## src/verilog/sih_pkg.sv

```systemverilog
package sih_pkg;

  // handshake state codes, st3..st0
  typedef enum logic [3:0] {
    SIH_IDLE  = 4'h0,
    SIH_WR1   = 4'h9,
    SIH_WR2   = 4'h1,
    SIH_WR3   = 4'h3,
    SIH_ACKS  = 4'h7,
    SIH_WR5   = 4'h6,
    SIH_WR6   = 4'h2,
    SIH_HOLD  = 4'hA,
    SIH_LOOP1 = 4'hE,
    SIH_LOOP2 = 4'hC,
    SIH_LOOP3 = 4'h8,
    SIH_CLR0  = 4'h4
  } sih_state_t;

  // port select, {a2, a1}
  localparam logic [1:0] SIH_SEL_PORT_A = 2'h0;
  localparam logic [1:0] SIH_SEL_PORT_B = 2'h1;
  localparam logic [1:0] SIH_SEL_CTRL = 2'h3;

  // control word byte address and the bit that makes port A an input
  localparam logic [7:0] SIH_CTRL_ADDR = 8'hCE;
  localparam int SIH_CTRL_PA_IN_BIT = 4;

  // write-to-ack latency
  localparam int SIH_CLK_NS = 10;
  localparam int SIH_ACK_DELAY_CLK = 7;
  localparam int SIH_ACK_DELAY_NS = SIH_ACK_DELAY_CLK * SIH_CLK_NS;

endpackage

```

## src/verilog/sih_parity.sv

```systemverilog
`timescale 1ns/1ps
// odd parity generation and receive check
module sih_parity (
  input wire logic [7:0] bus_data_i,
  input wire logic bus_parity_i,
  output logic parity_gen_o,
  output logic parity_bad_o
);

  logic partial_parity_a;
  logic partial_parity_b;
  logic partial_parity_c;

  always_comb begin
    partial_parity_a = ^bus_data_i[2:0];
    partial_parity_b = ^bus_data_i[5:3];
    partial_parity_c = ^bus_data_i[7:6];
    // odd: total of ones over data and parity is odd
    parity_gen_o = ~(partial_parity_a ^ partial_parity_b ^ partial_parity_c);
    parity_bad_o = ~(partial_parity_a ^ partial_parity_b ^ partial_parity_c
                     ^ bus_parity_i);
  end

endmodule

```

## src/verilog/sih_handshake.sv

```systemverilog
`timescale 1ns/1ps
// What this block does
// - interface-enable bit high forces the state machine into idle 0000
// - state machine stays idle during selection; host waits for busy
// - data/command and direction lines encode the transfer phase
// - req while ack negated, then ack, then req drops, then ack drops
// - data byte valid before ack and held until ack released
// - ack-drive enable set in 0111, drops with req or disable; held into idle for ack
// - transceiver enabled on port-A-input flag or output phase while enabled
// - control write with data bit four high sets port-A-input flag
// - transceiver direction is a buffered copy of the direction line
// - output bytes: three states, 0111 sets enable, two states, then idle
// - seven clocks from port A write to ack assertion
// - dma request on idle, no enable, enabled, req and data phase, with no port A write
// - interrupt on req with command phase, or any req in state 1010
// - output path starts on port A write in late T3 with req, output
// - port B write from idle with bit four low enters holding path
// - input parity mismatch sets latch until cleared on way to idle
// - both parity outputs drive only when enabled, output, buffer on
// - generated parity is odd and never disturbs the error latch
// - port B write with bit four high from idle clears the latch
// - holding state 1010 kept until port B read, then loops to idle
module sih_handshake (
  input wire logic clk_i,
  input wire logic srst_i,
  input wire logic port_chip_select_n_i,
  input wire logic io_write_n_i,
  input wire logic io_read_n_i,
  input wire logic [1:0] port_addr_i,
  input wire logic t3_second_half_i,
  input wire logic data_bit_four_i,
  input wire logic interface_enable_bit_i,
  input wire logic bus_req_n_i,
  input wire logic bus_dc_i,
  input wire logic bus_oi_i,
  input wire logic [7:0] bus_data_i,
  input wire logic bus_parity_i,
  output logic bus_ack_n_o,
  output logic dma_request_out_o,
  output logic bus_interrupt_out_o,
  output logic transceiver_enable_n_o,
  output logic transceiver_direction_o,
  output logic parity_out_a_o,
  output logic parity_out_a_oe_o,
  output logic parity_out_b_o,
  output logic parity_out_b_oe_o,
  output logic parity_error_latch_o,
  output logic port_a_input_flag_o,
  output logic [3:0] state_o
);

  sih_pkg::sih_state_t state_q;
  sih_pkg::sih_state_t state_d;
  logic ack_drive_enable_q;
  logic port_a_input_flag_q;
  logic parity_error_latch_q;
  logic en;
  logic req;
  logic idle;
  logic cs;
  logic late_wr;
  logic late_rd;
  logic pa_write;
  logic pa_any_write;
  logic pa_read;
  logic pb_write;
  logic pb_read;
  logic ctrl_write;
  logic parity_gen;
  logic parity_bad;
  logic xcvr_en;
  logic parity_drive;

  // interface bit is active low toward the bus logic
  assign en = ~interface_enable_bit_i;
  assign req = ~bus_req_n_i;
  assign idle = (state_q == sih_pkg::SIH_IDLE);
  assign cs = ~port_chip_select_n_i;
  assign late_wr = t3_second_half_i & cs & ~io_write_n_i;
  assign late_rd = t3_second_half_i & cs & ~io_read_n_i;
  assign pa_write = late_wr & (port_addr_i == sih_pkg::SIH_SEL_PORT_A);
  assign pa_read = late_rd & (port_addr_i == sih_pkg::SIH_SEL_PORT_A);
  assign pb_write = late_wr & (port_addr_i == sih_pkg::SIH_SEL_PORT_B);
  assign pb_read = late_rd & (port_addr_i == sih_pkg::SIH_SEL_PORT_B);
  assign ctrl_write = late_wr & (port_addr_i == sih_pkg::SIH_SEL_CTRL);
  // dma drop needs the whole write, not only its late half
  assign pa_any_write = cs & ~io_write_n_i
                        & (port_addr_i == sih_pkg::SIH_SEL_PORT_A);

  always_comb begin
    state_d = state_q;
    unique case (state_q)
      // selection never leaves idle: no strobe, no move
      sih_pkg::SIH_IDLE: begin
        if (pa_write && req && bus_oi_i) begin
          state_d = sih_pkg::SIH_WR1;
        end else if (pa_read && !bus_oi_i) begin
          state_d = sih_pkg::SIH_ACKS;
        end else if (pb_write && !data_bit_four_i) begin
          state_d = sih_pkg::SIH_HOLD;
        end else if (pb_write && data_bit_four_i) begin
          state_d = sih_pkg::SIH_CLR0;
        end
      end
      // delay states let data settle before ack
      sih_pkg::SIH_WR1: state_d = sih_pkg::SIH_WR2;
      sih_pkg::SIH_WR2: state_d = sih_pkg::SIH_WR3;
      sih_pkg::SIH_WR3: state_d = sih_pkg::SIH_ACKS;
      sih_pkg::SIH_ACKS: begin
        state_d = bus_oi_i ? sih_pkg::SIH_WR5 : sih_pkg::SIH_IDLE;
      end
      sih_pkg::SIH_WR5: state_d = sih_pkg::SIH_WR6;
      sih_pkg::SIH_WR6: state_d = sih_pkg::SIH_IDLE;
      sih_pkg::SIH_HOLD: begin
        if (pb_read) begin
          state_d = sih_pkg::SIH_LOOP1;
        end
      end
      sih_pkg::SIH_LOOP1: state_d = sih_pkg::SIH_LOOP2;
      sih_pkg::SIH_LOOP2: state_d = sih_pkg::SIH_LOOP3;
      sih_pkg::SIH_LOOP3: state_d = sih_pkg::SIH_IDLE;
      sih_pkg::SIH_CLR0: state_d = sih_pkg::SIH_LOOP2;
      default: state_d = sih_pkg::SIH_IDLE;
    endcase
  end

  always_ff @(posedge clk_i) begin
    if (srst_i) begin
      state_q <= sih_pkg::SIH_IDLE;
    end else if (!en) begin
      state_q <= sih_pkg::SIH_IDLE;
    end else begin
      state_q <= state_d;
    end
  end

  // enable set in 0111, held till req drops or disable
  always_ff @(posedge clk_i) begin
    if (srst_i) begin
      ack_drive_enable_q <= 1'b0;
    end else begin
      ack_drive_enable_q <= req & en
        & (ack_drive_enable_q | (state_q == sih_pkg::SIH_ACKS));
    end
  end

  always_ff @(posedge clk_i) begin
    if (srst_i) begin
      port_a_input_flag_q <= 1'b0;
    end else if (ctrl_write) begin
      port_a_input_flag_q <= data_bit_four_i;
    end
  end

  sih_parity u_parity (
    .bus_data_i(bus_data_i),
    .bus_parity_i(bus_parity_i),
    .parity_gen_o(parity_gen),
    .parity_bad_o(parity_bad)
  );

  // set only on input bytes; set wins over hold, clear is state-led
  always_ff @(posedge clk_i) begin
    if (srst_i) begin
      parity_error_latch_q <= 1'b0;
    end else if (!en) begin
      parity_error_latch_q <= 1'b0;
    end else if ((state_q == sih_pkg::SIH_ACKS
                  || state_q == sih_pkg::SIH_WR5)
                 && !bus_oi_i && parity_bad) begin
      parity_error_latch_q <= 1'b1;
    end else if (state_q == sih_pkg::SIH_LOOP1
                 || state_q == sih_pkg::SIH_LOOP2) begin
      parity_error_latch_q <= 1'b0;
    end
  end

  assign xcvr_en = port_a_input_flag_q | (bus_oi_i & en);
  // parity drive window; generation leaves latch alone
  assign parity_drive = en & bus_oi_i & xcvr_en & ~port_a_input_flag_q;

  // ack appears once back in idle with the enable held
  assign bus_ack_n_o = ~(ack_drive_enable_q & req & en & idle);
  // dma request only in data phase
  assign dma_request_out_o = idle & ~ack_drive_enable_q & en & req
                             & bus_dc_i & ~pa_any_write;
  assign bus_interrupt_out_o = en & req
    & (~bus_dc_i | (state_q == sih_pkg::SIH_HOLD));
  assign transceiver_enable_n_o = ~xcvr_en;
  assign transceiver_direction_o = bus_oi_i;
  assign parity_out_a_o = parity_gen;
  assign parity_out_b_o = parity_gen;
  assign parity_out_a_oe_o = parity_drive;
  assign parity_out_b_oe_o = parity_drive;
  assign parity_error_latch_o = parity_error_latch_q;
  assign port_a_input_flag_o = port_a_input_flag_q;
  assign state_o = state_q;

  // ---- checks ----
  int unsigned wr_cnt_q;
  logic wr_run_q;

  // counts edges since an accepted output-path write
  always_ff @(posedge clk_i) begin
    if (srst_i || !en) begin
      wr_run_q <= 1'b0;
      wr_cnt_q <= 0;
    end else if (idle && pa_write && req && bus_oi_i) begin
      wr_run_q <= 1'b1;
      wr_cnt_q <= 1;
    end else if (wr_run_q) begin
      wr_cnt_q <= wr_cnt_q + 1;
      if (idle) begin
        wr_run_q <= 1'b0;
      end
    end
  end

  idle_when_off_a: assert property (@(posedge clk_i) disable iff (srst_i)
    interface_enable_bit_i |=> state_q == sih_pkg::SIH_IDLE)
    else $error("state not idle while interface off");

  ack_latency_a: assert property (@(posedge clk_i) disable iff (srst_i)
    (wr_run_q && idle && en) |->
      wr_cnt_q == 32'(sih_pkg::SIH_ACK_DELAY_CLK))
    else $error("output path length wrong");

  // disabling the interface aborts the path back to idle
  write_path_a: assert property (@(posedge clk_i)
    disable iff (srst_i || interface_enable_bit_i)
    (idle && en && pa_write && req && bus_oi_i) |=>
      state_q == sih_pkg::SIH_WR1 ##1 state_q == sih_pkg::SIH_WR2
      ##1 state_q == sih_pkg::SIH_WR3)
    else $error("output path order wrong");

  enable_drop_a: assert property (@(posedge clk_i) disable iff (srst_i)
    (!req || !en) |=> !ack_drive_enable_q && bus_ack_n_o)
    else $error("ack enable kept without req");

  enable_set_a: assert property (@(posedge clk_i) disable iff (srst_i)
    (state_q == sih_pkg::SIH_ACKS && req && en) |=> ack_drive_enable_q)
    else $error("ack enable not set in 0111");

  dma_req_a: assert property (@(posedge clk_i) disable iff (srst_i)
    dma_request_out_o |-> idle && req && bus_dc_i && en
      && !ack_drive_enable_q)
    else $error("dma request without cause");

  hold_state_a: assert property (@(posedge clk_i) disable iff (srst_i)
    (state_q == sih_pkg::SIH_HOLD && en && !pb_read) |=>
      state_q == sih_pkg::SIH_HOLD)
    else $error("holding state left without read");

  hold_int_a: assert property (@(posedge clk_i) disable iff (srst_i)
    (state_q == sih_pkg::SIH_HOLD && req && en) |-> bus_interrupt_out_o)
    else $error("no interrupt in holding state");

  pa_flag_a: assert property (@(posedge clk_i) disable iff (srst_i)
    ctrl_write |=> port_a_input_flag_q == $past(data_bit_four_i))
    else $error("port A input flag not updated");

  parity_clear_a: assert property (@(posedge clk_i) disable iff (srst_i)
    (idle && en && pb_write && data_bit_four_i) |=> ##2
      !parity_error_latch_q)
    else $error("parity latch not cleared");

  parity_drive_a: assert property (@(posedge clk_i) disable iff (srst_i)
    parity_out_a_oe_o |-> en && bus_oi_i && !port_a_input_flag_q
      && !transceiver_enable_n_o && parity_out_b_oe_o)
    else $error("parity driven outside window");

  write_done_c: cover property (@(posedge clk_i) disable iff (srst_i)
    state_q == sih_pkg::SIH_WR6 ##1 !bus_ack_n_o);
  read_done_c: cover property (@(posedge clk_i) disable iff (srst_i)
    pa_read && idle && !bus_oi_i ##1 state_q == sih_pkg::SIH_ACKS);
  hold_loop_c: cover property (@(posedge clk_i) disable iff (srst_i)
    state_q == sih_pkg::SIH_HOLD ##1 state_q == sih_pkg::SIH_LOOP1);

endmodule

```

## config.mk

```make
export PLATFORM = sky130hd
export DESIGN_NAME = sih_handshake
export DESIGN_NICKNAME = d
export VERILOG_FILES = /design/src/verilog/sih_pkg.sv /design/src/verilog/sih_parity.sv /design/src/verilog/sih_handshake.sv
export SDC_FILE = /design/constraint.sdc
export NUM_CORES = 1
export LEC_CHECK = 0
export ABC_AREA = 1
export BUFFER_PORTS_ARGS = -buffer_cell sky130_fd_sc_hd__clkbuf_2
export CORE_MARGIN = 2
export CORE_UTILIZATION = 30
export CTS_BUF_LIST = sky130_fd_sc_hd__clkbuf_8
export CTS_CLUSTER_DIAMETER = 100
export CTS_CLUSTER_SIZE = 12
export DETAILED_ROUTE_END_ITERATION = 10
export GPL_TIMING_DRIVEN = 0
export PLACE_DENSITY_LB_ADDON = 0.1
export SLEW_MARGIN = 20
export SYNTH_ARGS = -nofsm -noshare
export SYNTH_HDL_FRONTEND = slang
export SYNTH_SLANG_ARGS = --single-unit
```

## constraint.sdc

```tcl
create_clock -name clk_i -period 1.25 [get_ports clk_i]
set_input_delay 0.0625 -clock clk_i [delete_from_list [all_inputs] [get_ports clk_i]]
set_output_delay 0.0625 -clock clk_i [all_outputs]
set_load 0.05 [all_outputs]
```

==> impl_metrics.tcl, run 1 <==
set metrics [dict create \
    detailedPlacementHpwl_um 1550 \
    wl_met2_um 1000 \
    wl_met1_um 886 \
    path_class "flip-flop to primary output" \
    timing.critical_path.fanout_max 6 \
    clkSlewWorstSetupHoldPaths_ns 0.04 \
    final.setup.tns_ns -0.521 \
    clock_insertion_delay_worst_skew_ns 0.24 \
    maxCapViolCount 0 \
    wire_per_inst_um 10.5 \
    preCtsSetupSlack_ns -0.0796 \
    route.final.wire_length_um 2050 \
    syn-instance-count 118 \
    postSynthAreaPerCell_um2 6.04 \
    placed_cells 182 \
    violated_checks "negative setup slack" \
    place.gp.congestion 0.895 \
    layout_setup_ws_ns -0.169 \
    cellPowerDensity_mw_per_mm2 751 \
    start_util_pct 31.9 \
    yosys-top-cells-area "dfxtp_1 20%, nand2_1 13%, inv_1 8.9%, nand3_2 8.4%, a21oi_1 5.6%" \
    register_area_um2 153 \
    full_die_area_mm2 0.00278 \
    hold_slack_ns 0.133 \
    area_used_by_multi_input_combinational_logic_um2 527 \
    highest-signal-layer "met4" \
    synth_top_area_cell "dfxtp_1" \
    relSlewSlack_pct 76.8 \
    floorplan.io_pins 37 \
    timing.final.hold_violations 0 \
    status "finished with violations" \
    first_pass_grt_wire_length_um 3430 \
    cts_tree "built" \
    layout.cells.most_common_list "32 x clkbuf_2, 24 x nand2_1, 18 x inv_1" \
    ir_worst_vdd_mv 0.603 \
    grt_setup_unrepaired "true" \
    timing.final.crit_period_ns 1.42 \
    synth-main-ff-cell "dfxtp_1" \
    synthesis.yosys.warnings 0 \
    number_of_i_o_port_buffers 36 \
    worstSetupStartpointType "flip-flop" \
    die-height_um 52.8 \
    arrival_ns 1.36 \
    worst-slew-pin-transition_ns 0.346 \
    insertedDiodeCount 0 \
    synthesis.nets 140 \
    synth_edf_count 0 \
    min_period_over_period_pct 114 \
    seq_total_area_yosys_pct 19.6 \
    synth.cell_area_um2 713 \
    antenna_found_initial 0 \
    report.power.total_mw 0.873 \
    timing.fmax_mhz 705 \
    ys_ff_latch 7 \
    met3WireLength_um 153 \
    number_of_nets_with_antenna_violations_after_routing 0 \
    layout_commonest_cell "clkbuf_2" \
    cts_inserted_buffers 3 \
    first_drt_pass_iteration_count 4 \
    finalSetupViolCount 5 \
    synthArstFlopShare_pct 0 \
    vias_per_cell 4.60 \
    cts_root_buf "clkbuf_8" \
    grt_start_max_net_pins 7 \
    cts_buffer_depth 2 \
    clock-sinks 7 \
    grt_pass1_vias 843 \
    setup.worst_path.end_class "primary output" \
    horizontal_extent_of_the_die_um 52.8 \
    critical_path_required_ns 1.19 \
    hold_path_class "primary input to flip-flop" \
    layout-drive-gt1-share_pct 53.9 \
    coreArea_mm2 0.00223 \
    finClkSkew_ns 0.0112 \
    num-fill-cells 247 \
    gr-total-overflow 0 \
    area_growth_syn_to_layout_pct 63.0 \
    synthDominantCellAreaShare_pct 19.6 \
    cellLeakagePower_nw 0.599 \
    total_vias_in_the_final_route 897 \
    gr-usage-all-layers_pct 16.8 \
    detailedRoute.firstIterationViolations 12 \
    cts_max_level 1 \
    synth_cell_type_count 22 \
    std_cell_rows 17 \
    fin_nets 190 \
    finalNonFillerCells 195 \
    drv_slew 0 \
    drt_drc_violations_left 0 \
]
[synth_stat cells (3+ instances only)]
cell,instances
nor2_1,6
a21oi_1,8
inv_1,17
nor2_2,5
nand3_1,8
nand3_2,6
nand2_1,25
buf_4,3
dfxtp_1,7
nand2_2,6
a31oi_1,3
inv_2,8
o21ai_0,3
nor3_1,3
[repair_timing]
item,in CTS,in global routing
cloned,0,0
setup endpoints to repair,3,6
setup buffers,4,4
endpoints found under the hold margin,1,0
hold buffers,1,0
pin swaps,4,4
gates resized for setup,9,8
[worst max-delay path, stage by stage (launching register included)]
cell and delay [ns]:
dfxtp_4 0.36, nor2_4 0.14, nand3_2 0.10, inv_2 0.07, nand4_1 0.13, a21oi_4 0.16, buf_8 0.16
[final timing paths]
check / start / to / slack, ns / cells past startpoint
setup / recovery: state_o[0] / dma_request_out_o / -0.17 / 6
setup reg to reg: state_o[1] / state_o[2] / -0.08 / 10
hold / removal: bus_parity_i / parity_error_latch_o / 0.13 / 4
hold reg to reg: parity_error_latch_o / parity_error_latch_o / 0.48 / 2
[metrics by stage]
step	util [%]	cell area (um^2)
2_1_floorplan	-	767
5_1_grt	52.0	1160
4_1_cts	50.1	1120
3_3_place_gp	44.0	982
3_5_place_dp	44.0	982
6_report	52.0	1160
[metal layers]
metal | up-vias | GRT usage (%)
met3 | 2 | 5.71
met1 | 392 | 21.7
met2 | 31 | 26.7
li1 | 472 | -
met5 | - | 0
met4 | 0 | 3.85
[sequential cells by signal, summed over array words and instances (netlist names)]
signal / cells
state_o: 4
parity_error_latch_o: 1
port_a_input_flag_o: 1
ack_drive_enable_q: 1
[where the power goes]
group	leakage [nW]	internal [mW]	switching [mW]
Clock	0.0269	0.214	0.122
Combinational	0.513	0.108	0.203
Sequential	0.0594	0.221	0.00445
[layout make-up]
cell class / count / area share, %
tap: 28 / 3.01
buffer: 3 / 1.94
multi-input combinational: 83 / 45.3
clock inverter: 1 / 0.323
inverter: 25 / 8.50
clock buffer: 3 / 3.55
sequential: 7 / 13.1
timing repair buffer: 45 / 24.2
[kinds of logic after synthesis]
| logic type | after synthesis | share of synthesized area (%) |
|---|---|---|
| AOI/OAI and AO/OA | 16 | 12.6 |
| buffers and inverters | 28 | 16.3 |
| DFF | 7 | 19.6 |
| and+or+nand+nor | 67 | 51.4 |
Note: power is estimated with default switching activity, not from simulation.
==> run 2, diff against run 1 <==
--- a/config.mk
+++ b/config.mk
@@ -18,4 +18,5 @@
 export SLEW_MARGIN = 20
 export SYNTH_ARGS = -nofsm -noshare
 export SYNTH_HDL_FRONTEND = slang
+export SYNTH_HIERARCHICAL = 1
 export SYNTH_SLANG_ARGS = --single-unit
==> impl_metrics.tcl, run 2 <==
set metrics [dict create \
    cts_hold_buffers 0 \
    die-height_um 51.5 \
    grt_pass1_vias 858 \
    floorplan.io_pins 37 \
    detailedPlacementHpwl_um 1480 \
    cts_inserted_buffers 3 \
    gr-usage-all-layers_pct 15.4 \
    detailedRoute.firstIterationViolations 6 \
    path_class "flip-flop to primary output" \
    route.final.wire_length_um 1710 \
    worst-slew-pin-transition_ns 0.332 \
    arrival_ns 1.24 \
    synthesis.nets 144 \
    timing.final.crit_period_ns 1.31 \
    holdCritStartpoint "srst_i" \
    min_delay_worst_endpoint "port_a_input_flag_o" \
    area_growth_syn_to_layout_pct 57.2 \
    postSynthAreaPerCell_um2 5.54 \
    horizontal_extent_of_the_die_um 51.5 \
    number_of_nets_with_antenna_violations_after_routing 0 \
    timing.critical_path.fanout_max 4 \
    fin_nets 190 \
    full_die_area_mm2 0.00265 \
    start_util_pct 31.1 \
    coreArea_mm2 0.00217 \
    gr-total-overflow 0 \
    utilization_pct 49.0 \
    synth-main-ff-cell "dfxtp_1" \
    clock-sinks 7 \
    synth.cell_area_um2 676 \
    insertedDiodeCount 0 \
    netSwitchingFraction_pct 35.5 \
    std_cell_rows 17 \
    synth_cell_type_count 20 \
    cts_root_buf "clkbuf_8" \
    clkSlewWorstSetupHoldPaths_ns 0.04 \
    cellLeakagePower_nw 0.580 \
    grt_setup_unrepaired "true" \
    drt_drc_violations_left 0 \
    timing.fmax_mhz 765 \
    share_clk_of_total_power_pct 37.5 \
    yosys.cell_count.top_type "nand2_1" \
    synthesis.yosys.warnings 6 \
    cellPowerDensity_mw_per_mm2 783 \
    first_pass_grt_wire_length_um 3180 \
    place.gp.congestion 0.797 \
    p_comb_share_pct 35.7 \
    relSlewSlack_pct 77.7 \
    worst_r2r_path_depth 8 \
    largest_reg_flops 4 \
    total_vias_in_the_final_route 873 \
    report.power.total_mw 0.832 \
    cts_tree "built" \
    antenna_found_initial 0 \
    power_frac_seq_pct 26.7 \
    synth.top_cells.by_count "37 x nand2_1, 16 x nor2_1, 14 x inv_1" \
    worst_hold_path.num_cells 2 \
    layout.cells.most_common_list "37 x nand2_1, 32 x clkbuf_2, 15 x inv_1" \
    critical_path.reg2reg.endpoint "state_o[2]" \
    maxCapViolCount 0 \
    min_period_over_period_pct 105 \
    grt_start_max_net_pins 8 \
    synthArstFlopShare_pct 0 \
    r2r-start "state_o[1]" \
    cts_buffer_depth 2 \
    setup.worst_path.end_class "primary output" \
    layout_setup_ws_ns -0.0572 \
    power.internal_mw 0.536 \
    cts_max_level 1 \
    hold_path_class "primary input to flip-flop" \
    layout-drive-gt1-share_pct 44.3 \
    synthDominantCellAreaShare_pct 20.7 \
    violated_checks "negative setup slack" \
    syn-instance-count 122 \
    ir_worst_vdd_mv 0.424 \
    ys_ff_latch 7 \
    finClkSkew_ns 0.00457 \
    synth_edf_count 0 \
    switching_power_mw 0.296 \
    synth_top_area_cell "dfxtp_1" \
    first_drt_pass_iteration_count 4 \
    wire_per_inst_um 8.76 \
    critical_path_required_ns 1.19 \
    layout_commonest_cell "nand2_1" \
    worstSetupStartpointType "flip-flop" \
    vias_per_cell 4.48 \
    ff_to_ff_setup_slack_ns 0.07 \
    clock_insertion_delay_worst_skew_ns 0.23 \
    status "finished with violations" \
    finalSetupViolCount 1 \
    yosys-top-cells-area "dfxtp_1 21%, nand2_1 21%, nor2_1 8.9%, nand3_1 8.1%, inv_1 7.8%" \
    drv_slew 0 \
    number_of_i_o_port_buffers 36 \
    timing.final.hold_violations 0 \
    seq_total_area_yosys_pct 20.7 \
]
==> run 2: changes by cell type after synthesis, moves of 3 or more <==
cell and change:
inv_2 -4, nand2_1 +12, inv_1 -3, nand3_2 -4, nand3_1 +3, nor2_1 +10
nand2_2 -3
==> run 2: cell type report <==
type / instances / area (um^2)
flip-flops and latches: 7 / 156
clock buffers: 3 / 41.3
repair buffers: 42 / 245
fillers: 236 / 1110
well taps: 28 / 35.0
plain buffers: 3 / 26.3
inverters: 18 / 67.6
clock inverters: 1 / 3.75
multi-input cells: 93 / 487
==> run 2: through the flow <==
step / instance area [um^2] / setup TNS, ns / hold WS (ns) / std cells / setup slack (ns)
finish: 1060 / -0.0572 / 0.0233 / 195 / -0.0572
global route: 1060 / -0.231 / 0.0238 / 195 / -0.113
CTS: 1060 / -0.169 / 0.0263 / 195 / -0.0957
detailed placement: 953 / -0.102 / 0.262 / 186 / -0.0792
global placement: 953 / -0.0993 / 0.262 / 186 / -0.0791
floorplan: 738 / -0.00186 / 0.124 / 122 / -0.00186
==> run 2: how the worst max path moves through the flow <==
stage                    start                end  slack [ns]  cells after the start
floorplan           state_o[2]  dma_request_out_o      -0.002                      5
global placement    state_o[1]  dma_request_out_o       -0.08                      6
global route        state_o[1]  dma_request_out_o       -0.11                      5
detailed placement  state_o[1]  dma_request_out_o       -0.08                      6
CTS                 state_o[1]  dma_request_out_o        -0.1                      5
finish              state_o[1]  dma_request_out_o       -0.06                      5
==> run 2: metal layers <==
layer  GRT usage [%]  vias to the layer above  wire length (um)
met4            3.95                        0                17
met3            2.63                        3                68
met1            16.4                      379               696
met5               0                        -                 0
li1                -                      472                 -
met2            30.6                       19               926
==> run 2: what timing repair did <==
item / CTS / global route
buffers inserted: 6 / 0
setup endpoints to repair: 3 / 6
pin swaps: 7 / 4
gates resized for setup: 7 / 4
==> run 2: power groups by stage <==
| stage | combinational (mW) | clock, mW | sequential [mW] |
|---|---|---|---|
| final | 0.297 | 0.312 | 0.223 |
| after detailed placement | 0.290 | 0 | 0.227 |
| after global routing | 0.329 | 0.333 | 0.223 |
| after floorplan | 0.200 | 0 | 0.234 |
| after global placement | 0.285 | 0 | 0.227 |
| after CTS | 0.299 | 0.315 | 0.222 |
==> run 2: worst max-delay path, stage by stage, from the launching register on <==
cell and delay, ns:
dfxtp_4 0.35, nor2_4 0.11, and2_4 0.16, nand4_1 0.13, nor2_4 0.12, buf_8 0.15
==> run 2: logic make-up (layout without fill, tap and decap cells) <==
family | after synthesis | after routing | synth area share, %
compound gates | 9 | 9 | 6.85
xor+xnor | 1 | 1 | 1.30
buf+inv | 22 | 67 | 15.0
flops | 7 | 7 | 20.7
simple gates | 83 | 83 | 56.1
